===== src/include/lfipc_defines.svh =====
// Offsets, field positions, reset values and timing counts of the LDO fault block.
// Definitions only; included by bare name from the design and the testbench.
`ifndef LFIPC_DEFINES_SVH
`define LFIPC_DEFINES_SVH

`define LFIPC_OFF_FLAGS       8'h00
`define LFIPC_OFF_MASK        8'h04
`define LFIPC_OFF_LIVE        8'h08
`define LFIPC_OFF_COIN        8'h0C
`define LFIPC_OFF_PWR         8'h10
`define LFIPC_OFF_EVT_STAT    8'h14
`define LFIPC_OFF_EVT_CLR     8'h18
`define LFIPC_OFF_EVT_EN      8'h1C

`define LFIPC_LDO_N           6
`define LFIPC_EVT_N           4
`define LFIPC_COIN_EN_BIT     3
`define LFIPC_COIN_VSEL_MSB   2
`define LFIPC_COIN_VSEL_LSB   0
`define LFIPC_SCP_BIT         7
`define LFIPC_STBY_INV_BIT    6
`define LFIPC_STBY_DLY_MSB    5
`define LFIPC_STBY_DLY_LSB    4
`define LFIPC_DBNC_MSB        3
`define LFIPC_DBNC_LSB        2
`define LFIPC_LP_EN_BIT       1
`define LFIPC_RESTART_BIT     0

`define LFIPC_EVT_STBY        0
`define LFIPC_EVT_OFF         1
`define LFIPC_EVT_RESTART     2
`define LFIPC_EVT_PRESS       3

`define LFIPC_RST_FLAGS       6'h00
`define LFIPC_RST_MASK        6'h3F
`define LFIPC_RST_COIN        4'h0
`define LFIPC_RST_PWR         8'h10
`define LFIPC_RST_EVT_EN      4'h0

`define LFIPC_RESP_OKAY       2'h0
`define LFIPC_RESP_SLVERR     2'h2

`define LFIPC_CLK_KHZ         32'h186A0
`define LFIPC_SLOW_KHZ        32'h20
`define LFIPC_SLOW_TICK_CYCLES (`LFIPC_CLK_KHZ / `LFIPC_SLOW_KHZ)
`define LFIPC_LONG_PRESS_S    32'h4
`define LFIPC_LONG_PRESS_CYCLES (`LFIPC_LONG_PRESS_S * `LFIPC_CLK_KHZ * 32'h3E8)

`define LFIPC_DBNC_TICKS_0    8'h01
`define LFIPC_DBNC_TICKS_1    8'h04
`define LFIPC_DBNC_TICKS_2    8'h10
`define LFIPC_DBNC_TICKS_3    8'h40

`endif


===== src/include/lfipc_pkg.sv =====
// Types of the LDO fault interrupt and power control block.
// Constants live in lfipc_defines.svh.
package lfipc_pkg;

	typedef enum logic [1:0] {
		PS_ON      = 2'h0,
		PS_HOLD    = 2'h1,
		PS_OFF     = 2'h3,
		PS_RESTART = 2'h2
	} lfipc_pwr_state_t;

	typedef logic [1:0] lfipc_resp_t;

endpackage


===== src/verilog/lfipc_top.sv =====
// LDO overcurrent flags, mask and live sense, backup cell charger and power control.
// Assumes one 100 MHz clock, an AXI4-Lite master, and asynchronous analog inputs.
// Notes on behaviour
// - A regulator in current limit sets its overcurrent flag, bits 5 down to 0.
// - Flags clear only by writing 1; writing 0 leaves them.
// - Mask bit 0 unmasks the flag at the same position, 1 masks it.
// - Mask bits sit at the same positions as their flags.
// - Interrupt pin follows every unmasked flag; masked flags do not reach it.
// - Live bits show the current-limit state now, 1 meaning above limit.
// - Live register is readable anytime; reset value is 0, then it follows the regulators.
// - Charger control bit 3 enables the backup cell charger.
// - Charger bits 2:0 select target voltage 2.50 V to 3.30 V, driven out.
// - With short protect bit 7 set, a current-limited LDO is shut down.
// - Power control bit 6 makes the standby pin active low when 1.
// - Standby entry waits 0 to 3 slow periods per delay field, default one.
// - Two-bit debounce field selects the power button debounce time.
// - With bit 1 set, button held low 4 s or more enters off mode.
// - With bit 0 set and config input 1, restart after long-press off.
`timescale 1ns/1ps
`include "lfipc_defines.svh"

module lfipc_top
	import lfipc_pkg::*;
#(
	parameter logic [31:0] LONG_PRESS_CYCLES = `LFIPC_LONG_PRESS_CYCLES
) (
	input  wire logic        aclk,
	input  wire logic        aresetn,
	input  wire logic [7:0]  s_axi_awaddr,
	input  wire logic        s_axi_awvalid,
	output logic             s_axi_awready,
	input  wire logic [31:0] s_axi_wdata,
	input  wire logic [3:0]  s_axi_wstrb,
	input  wire logic        s_axi_wvalid,
	output logic             s_axi_wready,
	output logic [1:0]       s_axi_bresp,
	output logic             s_axi_bvalid,
	input  wire logic        s_axi_bready,
	input  wire logic [7:0]  s_axi_araddr,
	input  wire logic        s_axi_arvalid,
	output logic             s_axi_arready,
	output logic [31:0]      s_axi_rdata,
	output logic [1:0]       s_axi_rresp,
	output logic             s_axi_rvalid,
	input  wire logic        s_axi_rready,
	input  wire logic [5:0]  ldo_current_limit,
	input  wire logic        standby_pin,
	input  wire logic        power_button_input,
	input  wire logic        power_config_select,
	output logic             interrupt_out_pin_n,
	output logic [5:0]       ldo_shutdown,
	output logic             backup_charger_enable,
	output logic [2:0]       backup_charger_voltage_sel,
	output logic             standby_active,
	output logic             power_off,
	output logic             restart_pulse
);

	logic [5:0]             limit_s1;
	logic [5:0]             live_q;
	logic                   stby_s1;
	logic                   stby_s2;
	logic                   btn_s1;
	logic                   btn_s2;
	logic                   cfg_s1;
	logic                   cfg_s2;
	logic                   aw_held;
	logic [7:0]             aw_addr_q;
	logic                   w_held;
	logic [31:0]            w_data_q;
	logic [3:0]             w_strb_q;
	logic                   wr_fire;
	logic                   wr_b0;
	logic [5:0]             flag_clr;
	logic [3:0]             evt_clr;
	logic [5:0]             flags_reg;
	logic [5:0]             mask_reg;
	logic [3:0]             coin_reg;
	logic [7:0]             pwr_reg;
	logic [3:0]             evt_reg;
	logic [3:0]             evt_en_reg;
	logic [3:0]             evt_set;
	logic [31:0]            rd_value;
	logic                   rd_ok;
	logic [11:0]            tick_cnt;
	logic                   slow_tick;
	logic [7:0]             dbnc_cnt;
	logic                   btn_db;
	logic                   press_evt;
	logic                   stby_req;
	logic [1:0]             stby_cnt;
	logic                   standby_next;
	logic [31:0]            lp_cnt;
	lfipc_pwr_state_t       pstate_reg;
	lfipc_pwr_state_t       pstate_next;
	logic                   restart_ok;

	function automatic logic reg_mapped(input logic [7:0] a);
		reg_mapped = (a == `LFIPC_OFF_FLAGS) || (a == `LFIPC_OFF_MASK) ||
			(a == `LFIPC_OFF_LIVE) || (a == `LFIPC_OFF_COIN) ||
			(a == `LFIPC_OFF_PWR) || (a == `LFIPC_OFF_EVT_STAT) ||
			(a == `LFIPC_OFF_EVT_CLR) || (a == `LFIPC_OFF_EVT_EN);
	endfunction

	function automatic logic [7:0] dbnc_ticks(input logic [1:0] sel);
		unique case (sel)
			2'h0: dbnc_ticks = `LFIPC_DBNC_TICKS_0;
			2'h1: dbnc_ticks = `LFIPC_DBNC_TICKS_1;
			2'h2: dbnc_ticks = `LFIPC_DBNC_TICKS_2;
			2'h3: dbnc_ticks = `LFIPC_DBNC_TICKS_3;
		endcase
	endfunction

	// Input synchronisers; the analog comparators are not on aclk
	always_ff @(posedge aclk) begin
		if (!aresetn) begin
			limit_s1 <= 6'h00;
			live_q   <= 6'h00;
			stby_s1  <= 1'b0;
			stby_s2  <= 1'b0;
			btn_s1   <= 1'b1;
			btn_s2   <= 1'b1;
			cfg_s1   <= 1'b0;
			cfg_s2   <= 1'b0;
		end else begin
			limit_s1 <= ldo_current_limit;
			live_q   <= limit_s1;
			stby_s1  <= standby_pin;
			stby_s2  <= stby_s1;
			btn_s1   <= power_button_input;
			btn_s2   <= btn_s1;
			cfg_s1   <= power_config_select;
			cfg_s2   <= cfg_s1;
		end
	end

	// AXI4-Lite write: address and data taken in either order
	assign s_axi_awready = !aw_held && !s_axi_bvalid;
	assign s_axi_wready  = !w_held && !s_axi_bvalid;
	assign wr_fire       = aw_held && w_held && !s_axi_bvalid;
	assign wr_b0         = wr_fire && w_strb_q[0];

	always_ff @(posedge aclk) begin
		if (!aresetn) begin
			aw_held     <= 1'b0;
			aw_addr_q   <= 8'h00;
			w_held      <= 1'b0;
			w_data_q    <= 32'h0000_0000;
			w_strb_q    <= 4'h0;
			s_axi_bvalid <= 1'b0;
			s_axi_bresp <= `LFIPC_RESP_OKAY;
		end else begin
			if (s_axi_awvalid && s_axi_awready) begin
				aw_held   <= 1'b1;
				aw_addr_q <= s_axi_awaddr;
			end
			if (s_axi_wvalid && s_axi_wready) begin
				w_held   <= 1'b1;
				w_data_q <= s_axi_wdata;
				w_strb_q <= s_axi_wstrb;
			end
			if (wr_fire) begin
				aw_held      <= 1'b0;
				w_held       <= 1'b0;
				s_axi_bvalid <= 1'b1;
				s_axi_bresp  <= reg_mapped(aw_addr_q) ? `LFIPC_RESP_OKAY : `LFIPC_RESP_SLVERR;
			end else if (s_axi_bvalid && s_axi_bready) begin
				s_axi_bvalid <= 1'b0;
			end
		end
	end

	assign flag_clr = (wr_b0 && aw_addr_q == `LFIPC_OFF_FLAGS) ? w_data_q[5:0] : 6'h00;
	assign evt_clr  = (wr_b0 && aw_addr_q == `LFIPC_OFF_EVT_CLR) ? w_data_q[3:0] : 4'h0;

	// Set beats clear so a fault arriving during the clear write is kept
	always_ff @(posedge aclk) begin
		if (!aresetn) begin
			flags_reg <= `LFIPC_RST_FLAGS;
		end else begin
			flags_reg <= (flags_reg & ~flag_clr) | live_q;
		end
	end

	always_ff @(posedge aclk) begin
		if (!aresetn) begin
			mask_reg   <= `LFIPC_RST_MASK;
			coin_reg   <= `LFIPC_RST_COIN;
			pwr_reg    <= `LFIPC_RST_PWR;
			evt_en_reg <= `LFIPC_RST_EVT_EN;
		end else if (wr_b0) begin
			unique case (aw_addr_q)
				`LFIPC_OFF_MASK:   mask_reg   <= w_data_q[5:0];
				`LFIPC_OFF_COIN:   coin_reg   <= w_data_q[3:0];
				`LFIPC_OFF_PWR:    pwr_reg    <= w_data_q[7:0];
				`LFIPC_OFF_EVT_EN: evt_en_reg <= w_data_q[3:0];
				default: ;
			endcase
		end
	end

	always_ff @(posedge aclk) begin
		if (!aresetn) begin
			evt_reg <= 4'h0;
		end else begin
			evt_reg <= (evt_reg & ~evt_clr) | evt_set;
		end
	end

	// AXI4-Lite read, answered at the same edge that takes the address
	assign s_axi_arready = !s_axi_rvalid;

	always_comb begin
		rd_value = 32'h0000_0000;
		rd_ok    = 1'b1;
		unique case (s_axi_araddr)
			`LFIPC_OFF_FLAGS:    rd_value[5:0] = flags_reg;
			`LFIPC_OFF_MASK:     rd_value[5:0] = mask_reg;
			`LFIPC_OFF_LIVE:     rd_value[5:0] = live_q;
			`LFIPC_OFF_COIN:     rd_value[3:0] = coin_reg;
			`LFIPC_OFF_PWR:      rd_value[7:0] = pwr_reg;
			`LFIPC_OFF_EVT_STAT: rd_value[3:0] = evt_reg;
			`LFIPC_OFF_EVT_CLR:  rd_value     = 32'h0000_0000;
			`LFIPC_OFF_EVT_EN:   rd_value[3:0] = evt_en_reg;
			default:             rd_ok        = 1'b0;
		endcase
	end

	always_ff @(posedge aclk) begin
		if (!aresetn) begin
			s_axi_rvalid <= 1'b0;
			s_axi_rdata  <= 32'h0000_0000;
			s_axi_rresp  <= `LFIPC_RESP_OKAY;
		end else if (s_axi_arvalid && s_axi_arready) begin
			s_axi_rvalid <= 1'b1;
			s_axi_rdata  <= rd_value;
			s_axi_rresp  <= (rd_ok && reg_mapped(s_axi_araddr)) ?
				`LFIPC_RESP_OKAY : `LFIPC_RESP_SLVERR;
		end else if (s_axi_rvalid && s_axi_rready) begin
			s_axi_rvalid <= 1'b0;
		end
	end

	// Registered so the pin never glitches between flag updates
	always_ff @(posedge aclk) begin
		if (!aresetn) begin
			interrupt_out_pin_n <= 1'b1;
		end else begin
			interrupt_out_pin_n <= !(|(flags_reg & ~mask_reg) | |(evt_reg & evt_en_reg));
		end
	end

	assign backup_charger_enable      = coin_reg[`LFIPC_COIN_EN_BIT];
	assign backup_charger_voltage_sel = coin_reg[`LFIPC_COIN_VSEL_MSB:`LFIPC_COIN_VSEL_LSB];

	// Latched off until protection is disabled or the flag is cleared
	genvar gi;
	generate
		for (gi = 0; gi < `LFIPC_LDO_N; gi++) begin : g_scp
			always_ff @(posedge aclk) begin
				if (!aresetn) begin
					ldo_shutdown[gi] <= 1'b0;
				end else if (!pwr_reg[`LFIPC_SCP_BIT]) begin
					ldo_shutdown[gi] <= 1'b0;
				end else if (live_q[gi]) begin
					ldo_shutdown[gi] <= 1'b1;
				end else if (flag_clr[gi]) begin
					ldo_shutdown[gi] <= 1'b0;
				end
			end
		end
	endgenerate

	// 32 kHz period as a one-cycle enable
	assign slow_tick = (tick_cnt == 12'(`LFIPC_SLOW_TICK_CYCLES - 32'h1));

	always_ff @(posedge aclk) begin
		if (!aresetn) begin
			tick_cnt <= 12'h000;
		end else begin
			tick_cnt <= slow_tick ? 12'h000 : tick_cnt + 12'h001;
		end
	end

	// Button debounce in slow periods; a bounce restarts the count
	always_ff @(posedge aclk) begin
		if (!aresetn) begin
			dbnc_cnt <= 8'h00;
			btn_db   <= 1'b1;
		end else if (btn_s2 == btn_db) begin
			dbnc_cnt <= 8'h00;
		end else if (slow_tick) begin
			if (dbnc_cnt + 8'h01 >= dbnc_ticks(pwr_reg[`LFIPC_DBNC_MSB:`LFIPC_DBNC_LSB])) begin
				btn_db   <= btn_s2;
				dbnc_cnt <= 8'h00;
			end else begin
				dbnc_cnt <= dbnc_cnt + 8'h01;
			end
		end
	end

	assign press_evt = btn_db && !btn_s2 && slow_tick &&
		(dbnc_cnt + 8'h01 >= dbnc_ticks(pwr_reg[`LFIPC_DBNC_MSB:`LFIPC_DBNC_LSB]));

	// Standby request after polarity, then a delay counted in slow ticks, the first period partial
	assign stby_req = stby_s2 ^ pwr_reg[`LFIPC_STBY_INV_BIT];

	always_comb begin
		standby_next = standby_active;
		if (!stby_req) begin
			standby_next = 1'b0;
		end else if (!standby_active &&
			stby_cnt == pwr_reg[`LFIPC_STBY_DLY_MSB:`LFIPC_STBY_DLY_LSB]) begin
			standby_next = 1'b1;
		end
	end

	always_ff @(posedge aclk) begin
		if (!aresetn) begin
			stby_cnt       <= 2'h0;
			standby_active <= 1'b0;
		end else begin
			standby_active <= standby_next;
			if (!stby_req) begin
				stby_cnt <= 2'h0;
			end else if (!standby_next && slow_tick) begin
				stby_cnt <= stby_cnt + 2'h1;
			end
		end
	end

	// Long press: off after the button is held low, optional restart
	assign restart_ok = pwr_reg[`LFIPC_RESTART_BIT] && cfg_s2;

	always_comb begin
		pstate_next = pstate_reg;
		unique case (pstate_reg)
			PS_ON: begin
				if (pwr_reg[`LFIPC_LP_EN_BIT] && !btn_db) begin
					pstate_next = PS_HOLD;
				end
			end
			PS_HOLD: begin
				if (btn_db || !pwr_reg[`LFIPC_LP_EN_BIT]) begin
					pstate_next = PS_ON;
				end else if (lp_cnt == LONG_PRESS_CYCLES - 32'h1) begin
					pstate_next = PS_OFF;
				end
			end
			PS_OFF: begin
				if (restart_ok) begin
					pstate_next = PS_RESTART;
				end
			end
			PS_RESTART: begin
				// Wait for release so the held button does not power off again
				if (btn_db) begin
					pstate_next = PS_ON;
				end
			end
		endcase
	end

	always_ff @(posedge aclk) begin
		if (!aresetn) begin
			pstate_reg    <= PS_ON;
			lp_cnt        <= 32'h0000_0000;
			restart_pulse <= 1'b0;
		end else begin
			pstate_reg    <= pstate_next;
			lp_cnt        <= (pstate_reg == PS_HOLD) ? lp_cnt + 32'h1 : 32'h0000_0000;
			restart_pulse <= (pstate_reg == PS_OFF) && (pstate_next == PS_RESTART);
		end
	end

	assign power_off = (pstate_reg == PS_OFF);

	always_comb begin
		evt_set                     = 4'h0;
		evt_set[`LFIPC_EVT_STBY]    = standby_next && !standby_active;
		evt_set[`LFIPC_EVT_OFF]     = (pstate_next == PS_OFF) && (pstate_reg != PS_OFF);
		evt_set[`LFIPC_EVT_RESTART] = (pstate_reg == PS_OFF) && (pstate_next == PS_RESTART);
		evt_set[`LFIPC_EVT_PRESS]   = press_evt;
	end
endmodule


===== config.mk =====
export PLATFORM = sky130hd
export DESIGN_NAME = lfipc_top
export DESIGN_NICKNAME = d
export VERILOG_FILES = /design/src/include/lfipc_pkg.sv /design/src/verilog/lfipc_top.sv
export VERILOG_INCLUDE_DIRS = /design/src /design/src/include
export SDC_FILE = /design/constraint.sdc
export NUM_CORES = 1
export LEC_CHECK = 0
export BUFFER_PORTS_ARGS = -buffer_cell sky130_fd_sc_hd__buf_2
export CORE_MARGIN = 2
export CORE_UTILIZATION = 50
export CTS_CLUSTER_DIAMETER = 60
export CTS_CLUSTER_SIZE = 12
export DETAILED_ROUTE_END_ITERATION = 10
export GPL_TIMING_DRIVEN = 0
export PLACE_DENSITY_LB_ADDON = 0.3
export SYNTH_ARGS = -nofsm -noshare
export SYNTH_HDL_FRONTEND = slang
export SYNTH_SLANG_ARGS = --single-unit

===== constraint.sdc =====
create_clock -name aclk -period 2.1 [get_ports aclk]
set_input_delay 0.42 -clock aclk [delete_from_list [all_inputs] [get_ports aclk]]
set_output_delay 0.42 -clock aclk [all_outputs]
set_load 0.005 [all_outputs]

# ---- After elaboration in Yosys (flattened, before gate mapping)
# Index checks and enable logic that the tools add are counted.
dict set report classes {
  n_addsub 4
  mul 0
  n_div 0
  order_cmp 2
  n_eq_ne 27
  n_shift 0
  n_mux 37
  bitwise 13
  n_reduce_logical 74
}
# cell count
set ops {}
lappend ops {{== test 8 x 5 -> 1 bit (second input constant)} 8}
lappend ops {{adder 32 x 1 -> 32 bit (second input constant)} 1}
lappend ops {{== test 32 x 29 -> 1 bit (second input constant)} 1}
lappend ops {{== test 8 x 4 -> 1 bit (second input constant)} 4}
lappend ops {{two-way mux 8 bit} 4}
lappend ops {{case mux 8 bit (4 select lines)} 1}
lappend ops {{case mux 4 bit (7 select lines)} 1}
lappend ops {{logical AND 1 bit} 23}
lappend ops {{two-way mux 1 bit} 19}
lappend ops {{== test 8 x 3 -> 1 bit (second input constant)} 2}
lappend ops {{greater-or-equal comparator 8 bit} 2}
lappend ops {{zero test 8 bit} 2}
lappend ops {{two-way mux 2 bit} 8}
lappend ops {{case mux 2 bit (4 select lines)} 2}
lappend ops {{nonzero test 2 bit} 8}
lappend ops {{logical OR 1 bit} 15}
lappend ops {{AND reduction 2 bit} 7}
lappend ops {{adder 12 x 1 -> 12 bit (second input constant)} 1}
lappend ops {{AND 6 bit} 2}
lappend ops {{== test 12 bit (second input constant)} 1}
lappend ops {{== test 2 bit (second input constant)} 6}
lappend ops {{NOT 6 bit} 2}
lappend ops {{zero test 1 bit} 10}
lappend ops {{adder 8 x 1 -> 8 bit (second input constant)} 1}
lappend ops {{20 further kinds} 26}
dict set report word_totals {
  ff_bits 149
  latchBits 0
  ram_bits 0
  mem_bits_ro 0
  input_bits 68
  out_inout_bits 55
  n_memories 0
}

# ---- Longest topological paths before layout
dict set report logic_depth {
  ltp_word 10
  mapped_depth 10
  depth_no_buf 10
}

# ---- Worst setup path before layout
# No wires, ideal clock.
dict set report synth_path {
  path_kind {register to register}
  start {register dbnc_cnt[0]}
  end {register evt_reg[3]}
  setup_time_ns 0.115
  arrival_time_ns 2.213
  required_ns 1.985
  path_slack_ns -0.228
  path_stages_with_launch 10
  n_path_buf 0
  synth_period_minus_slack_ns 2.328
  cell_sequence {dfxtp_1 > ha_1 > inv_1 > nor2_1 > xor2_1 > ha_1 > or4b_4 > a32oi_4 > a21oi_1 > o21a_1}
}
dict set report synth_via {
  elab_chain_len 4
}
# element line
set synth_lines {}
lappend synth_lines {{start, declared} lfipc_top.sv:87} ;# logic [7:0] dbnc_cnt;
lappend synth_lines {{start signal, assigned} lfipc_top.sv:297} ;# dbnc_cnt <= dbnc_cnt + 8'h01;
lappend synth_lines {{adder 8 x 1 -> 8 bit} lfipc_top.sv:303} ;# (dbnc_cnt + 8'h01 >= dbnc_ticks(pwr_reg[`LFIPC_DBNC_MSB:`LFIPC_DBNC_LSB]));
lappend synth_lines {{greater-or-equal comparator 8 bit} lfipc_top.sv:303}
lappend synth_lines {{logical AND 1 bit} lfipc_top.sv:302} ;# assign press_evt = btn_db && !btn_s2 && slow_tick &&
lappend synth_lines {{OR 4 bit} lfipc_top.sv:206} ;# evt_reg <= (evt_reg & ~evt_clr) | evt_set;
lappend synth_lines {{end signal, assigned} lfipc_top.sv:206}
lappend synth_lines {{end, declared} lfipc_top.sv:80} ;# logic [3:0] evt_reg;
# Every way passes these cells.
# A chain may end at the register's enable or synchronous reset.

# ---- Worst setup path in the final report
dict set report layout_path {
  start {register dbnc_cnt[1]}
  end {register dbnc_cnt[3]}
}
dict set report layout_via {
  elab_chain_len 3
}
# element line
set layout_lines {}
lappend layout_lines {{adder 8 x 1 -> 8 bit *} {lfipc_top.sv:293, lfipc_top.sv:297}}
lappend layout_lines {{greater-or-equal comparator 8 bit} lfipc_top.sv:293} ;# if (dbnc_cnt + 8'h01 >= dbnc_ticks(pwr_reg[`LFIPC_DBNC_MSB:`LFIPC_DBNC_LSB])) begin
lappend layout_lines {{two-way mux 8 bit *} lfipc_top.sv:293}
# Every way passes the cells marked *; elsewhere a longest branch is shown, timed or not.

==> qor.yml <==
drtAntennaViolNets: 0
tns_ns: -0.486
grt_max_degree: 17
track_usage_pct: 21.8
gr-usage-met1_pct: 27.2
synth_top_family_by_area: "simple AND/OR/NAND/NOR gates"
die_h_um: 119
startpoint_type: "flop"
worstPathRequired_ns: 2.44
fin_cells: 1062
clock-sinks: 147
nNetsFinal: 955
synth-xor-area-share_pct: 5.17
wirelength_mm: 14.9
cts_tree: "done"
comb_power_share_pct: 5.5
first_iter_violations: 337
worstPathArrival_ns: 2.52
clkSlewWorstSetupHoldPaths_ns: 0.06
num_vias: 5439
grt_pass1_vias: 5248
core_area_sq_um: 12800
synth_compound_area_share_pct: 12.1
syn_inst: 747
vdd_ir_drop_max_mv: 0.601
cts_buffers: 17
swShare_pct: 22.4
drtPass1Iterations: 4
syn_area_per_cell_sq_um: 8.84
synth-async-reset-ratio_pct: 0
violations: "negative setup slack"
clkPwrFrac_pct: 48.2
grt_pass1_wl_mm: 24.9
cts_buffer_depth: 2
drc_errors: 0
dpl.hpwl_mm: 10.2
grt_use_met2_pct: 36.7
fmax_ghz: 0.460
slew_headroom_pct: 60.5
place.gp.congestion: 0.855
io-pin-count: 123
power_density_nw_per_um2: 774
synth_edf_count: 0
skew_ns: 0.00754
grtUsageMet3_pct: 5.08
row_count: 41
grt.overflow.total: 0
drive_above_1_share_pct: 20.3
worstSetupPathType: "flop to flop"
rsz0062_at_grt: "yes"
leakage_nw: 3.33
syn2layout_area_growth_pct: 22.6
layout_common_cells: "dfxtp_1, nand2_1, buf_2"
min_period_ns: 2.18
largestRegisters: "lp_cnt (32), tick_cnt (12)"
synthAdderAreaFrac_pct: 1.71
regMostFlops: "lp_cnt"
worst-path-max-fanout: 6
via_per_inst: 5.12
dp_cells: 1009
cp-end-kind: "flop"
hp-class: "primary input to flop"
yosysSeqAreaShare_pct: 44.6
hold_viol_final: 0
setup_slack_ns: -0.0750
p_sw_mw: 1.40
slew_viol_final: 0
yosys_warnings: 0
die_x_um: 119
synthMuxAreaShare_pct: 4.26
die_area_sq_um: 14100
largest_register_ffs: 32
htreeDepth: 4
initial_utilization_pct: 51.7
p_int_mw: 4.86
setup_violations: 9
ys_types: 61
clockRootBuffer: "clkbuf_16"
status: "finished, violations left"
antenna_cells: 0
p_seq_share_pct: 46.3
syn-cell-area_sq_um: 6600
worst_pin_slew_ns: 0.593
drv_cap: 0
wl_per_cell_um: 14.0
numPortBuffers: 65
grt.busiest_layer: "met2"
antenna_found_initial: 0
ys_seq_elements: 147
final_common_cell: "dfxtp_1"
min_period_over_period_pct: 104
ys.flop_type: "dfxtp_1"
synth-simple-area-share_pct: 26.1
clk_latency_ns: 0.42
==> layout make-up <==
| class | count | area (sq um) |
|---|---|---|
| buffer | 58 | 334 |
| inverter | 18 | 70.1 |
| clock buffer | 21 | 472 |
| sequential | 147 | 2950 |
| multi-input combinational | 549 | 3420 |
| fill | 1092 | 4680 |
| timing repair buffer | 87 | 510 |
| clock inverter | 10 | 120 |
| tap | 172 | 215 |
==> worst max-delay path, stage by stage, from the launching register on <==
cell	delay, ns
dfxtp_4	0.35
ha_4	0.18
inv_4	0.07
nor2_4	0.03
xor2_1	0.15
ha_2	0.18
or4b_4	0.50
a32oi_4	0.24
buf_6	0.17
nand3_1	0.07
a31oi_1	0.16
==> cells by family after synthesis <==
| kind of cell | count (synthesis) |
|---|---|
| and+or+nand+nor | 334 |
| DFF | 147 |
| AOI/OAI and AO/OA | 116 |
| buffers and inverters | 76 |
| xor gates and xnor gates | 39 |
| muxes | 25 |
| adders and majority gates | 9 |
| other | 1 |
==> timing repair <==
action,CTS,global route
pin swaps,12,6
cloned,0,0
hold buffers,0,0
setup endpoints to repair,9,28
setup buffers,16,6
gates resized for setup,10,5
==> path summary, 6_finish.rpt <==
| kind | startpoint | to | slack, ns | cells past startpoint |
|---|---|---|---|---|
| min reg2reg | btn_s1 | btn_s2 | 0.42 | 1 |
| max reg2reg | dbnc_cnt[1] | dbnc_cnt[3] | -0.08 | 10 |
| max | dbnc_cnt[1] | dbnc_cnt[3] | -0.08 | 10 |
| min | ldo_current_limit[2] | limit_s1[2] | 0.20 | 2 |
==> synthesized netlist by cell type (2+ instances only) <==
library cell | number | area, sq um
a21boi_0 | 20 | 150
a21boi_1 | 8 | 60.1
a21oi_1 | 35 | 175
a221oi_1 | 2 | 17.5
a22oi_1 | 6 | 45.0
a2bb2oi_1 | 2 | 17.5
a32oi_1 | 2 | 17.5
and2_1 | 23 | 144
and3_1 | 12 | 75.1
and4_1 | 4 | 35.0
buf_1 | 2 | 7.51
buf_2 | 3 | 15.0
buf_4 | 27 | 203
clkbuf_1 | 25 | 93.8
dfxtp_1 | 147 | 2940
ha_1 | 9 | 113
inv_1 | 18 | 67.6
mux2_2 | 5 | 56.3
mux2i_1 | 18 | 180
mux4_2 | 2 | 45.0
nand2_1 | 109 | 409
nand2b_1 | 7 | 43.8
nand3_1 | 29 | 145
nand3b_1 | 3 | 22.5
nand4_1 | 18 | 113
nand4_2 | 2 | 25.0
nand4b_1 | 7 | 61.3
nor2_1 | 65 | 244
nor2b_1 | 21 | 131
nor3_1 | 5 | 25.0
nor3_2 | 4 | 40.0
nor3b_1 | 3 | 22.5
nor3b_2 | 2 | 25.0
nor4_1 | 4 | 25.0
o211ai_1 | 5 | 37.5
o21a_1 | 3 | 22.5
o21ai_0 | 20 | 100
o22ai_1 | 3 | 18.8
or3_1 | 8 | 50.1
xnor2_1 | 10 | 87.6
xor2_1 | 29 | 254
==> routing by layer <==
metal	share of wire, %	routed length (um)
met1	46	6790
met2	49	7230
met3	4.1	618
met4	1.8	274
met5	0	0
==> power by group through the flow <==
stage          Clock [mW]  Sequential, mW  Combinational, mW
6_report             3.02            2.90              0.346
5_1_grt              3.18            2.91              0.391
4_1_cts              3.06            2.90              0.340
3_5_place_dp            0            2.96              0.336
3_3_place_gp            0            2.96              0.332
2_1_floorplan           0            2.94              0.239
==> metrics by stage <==
stage	area, sq um	worst slack [ns]	util, %	power [mW]	hold WS [ns]
finish	8100	-0.0750	63.4	6.26	0.201
global route	8100	-0.208	63.4	6.48	0.192
CTS	8010	-0.0133	62.7	6.30	0.191
detailed placement	7260	-0.330	56.8	3.29	0.396
global placement	7260	-0.327	56.8	3.29	0.396
floorplan	6720	-0.0301	-	3.18	0.386
No activity file was read; power rests on OpenSTA's default activity.
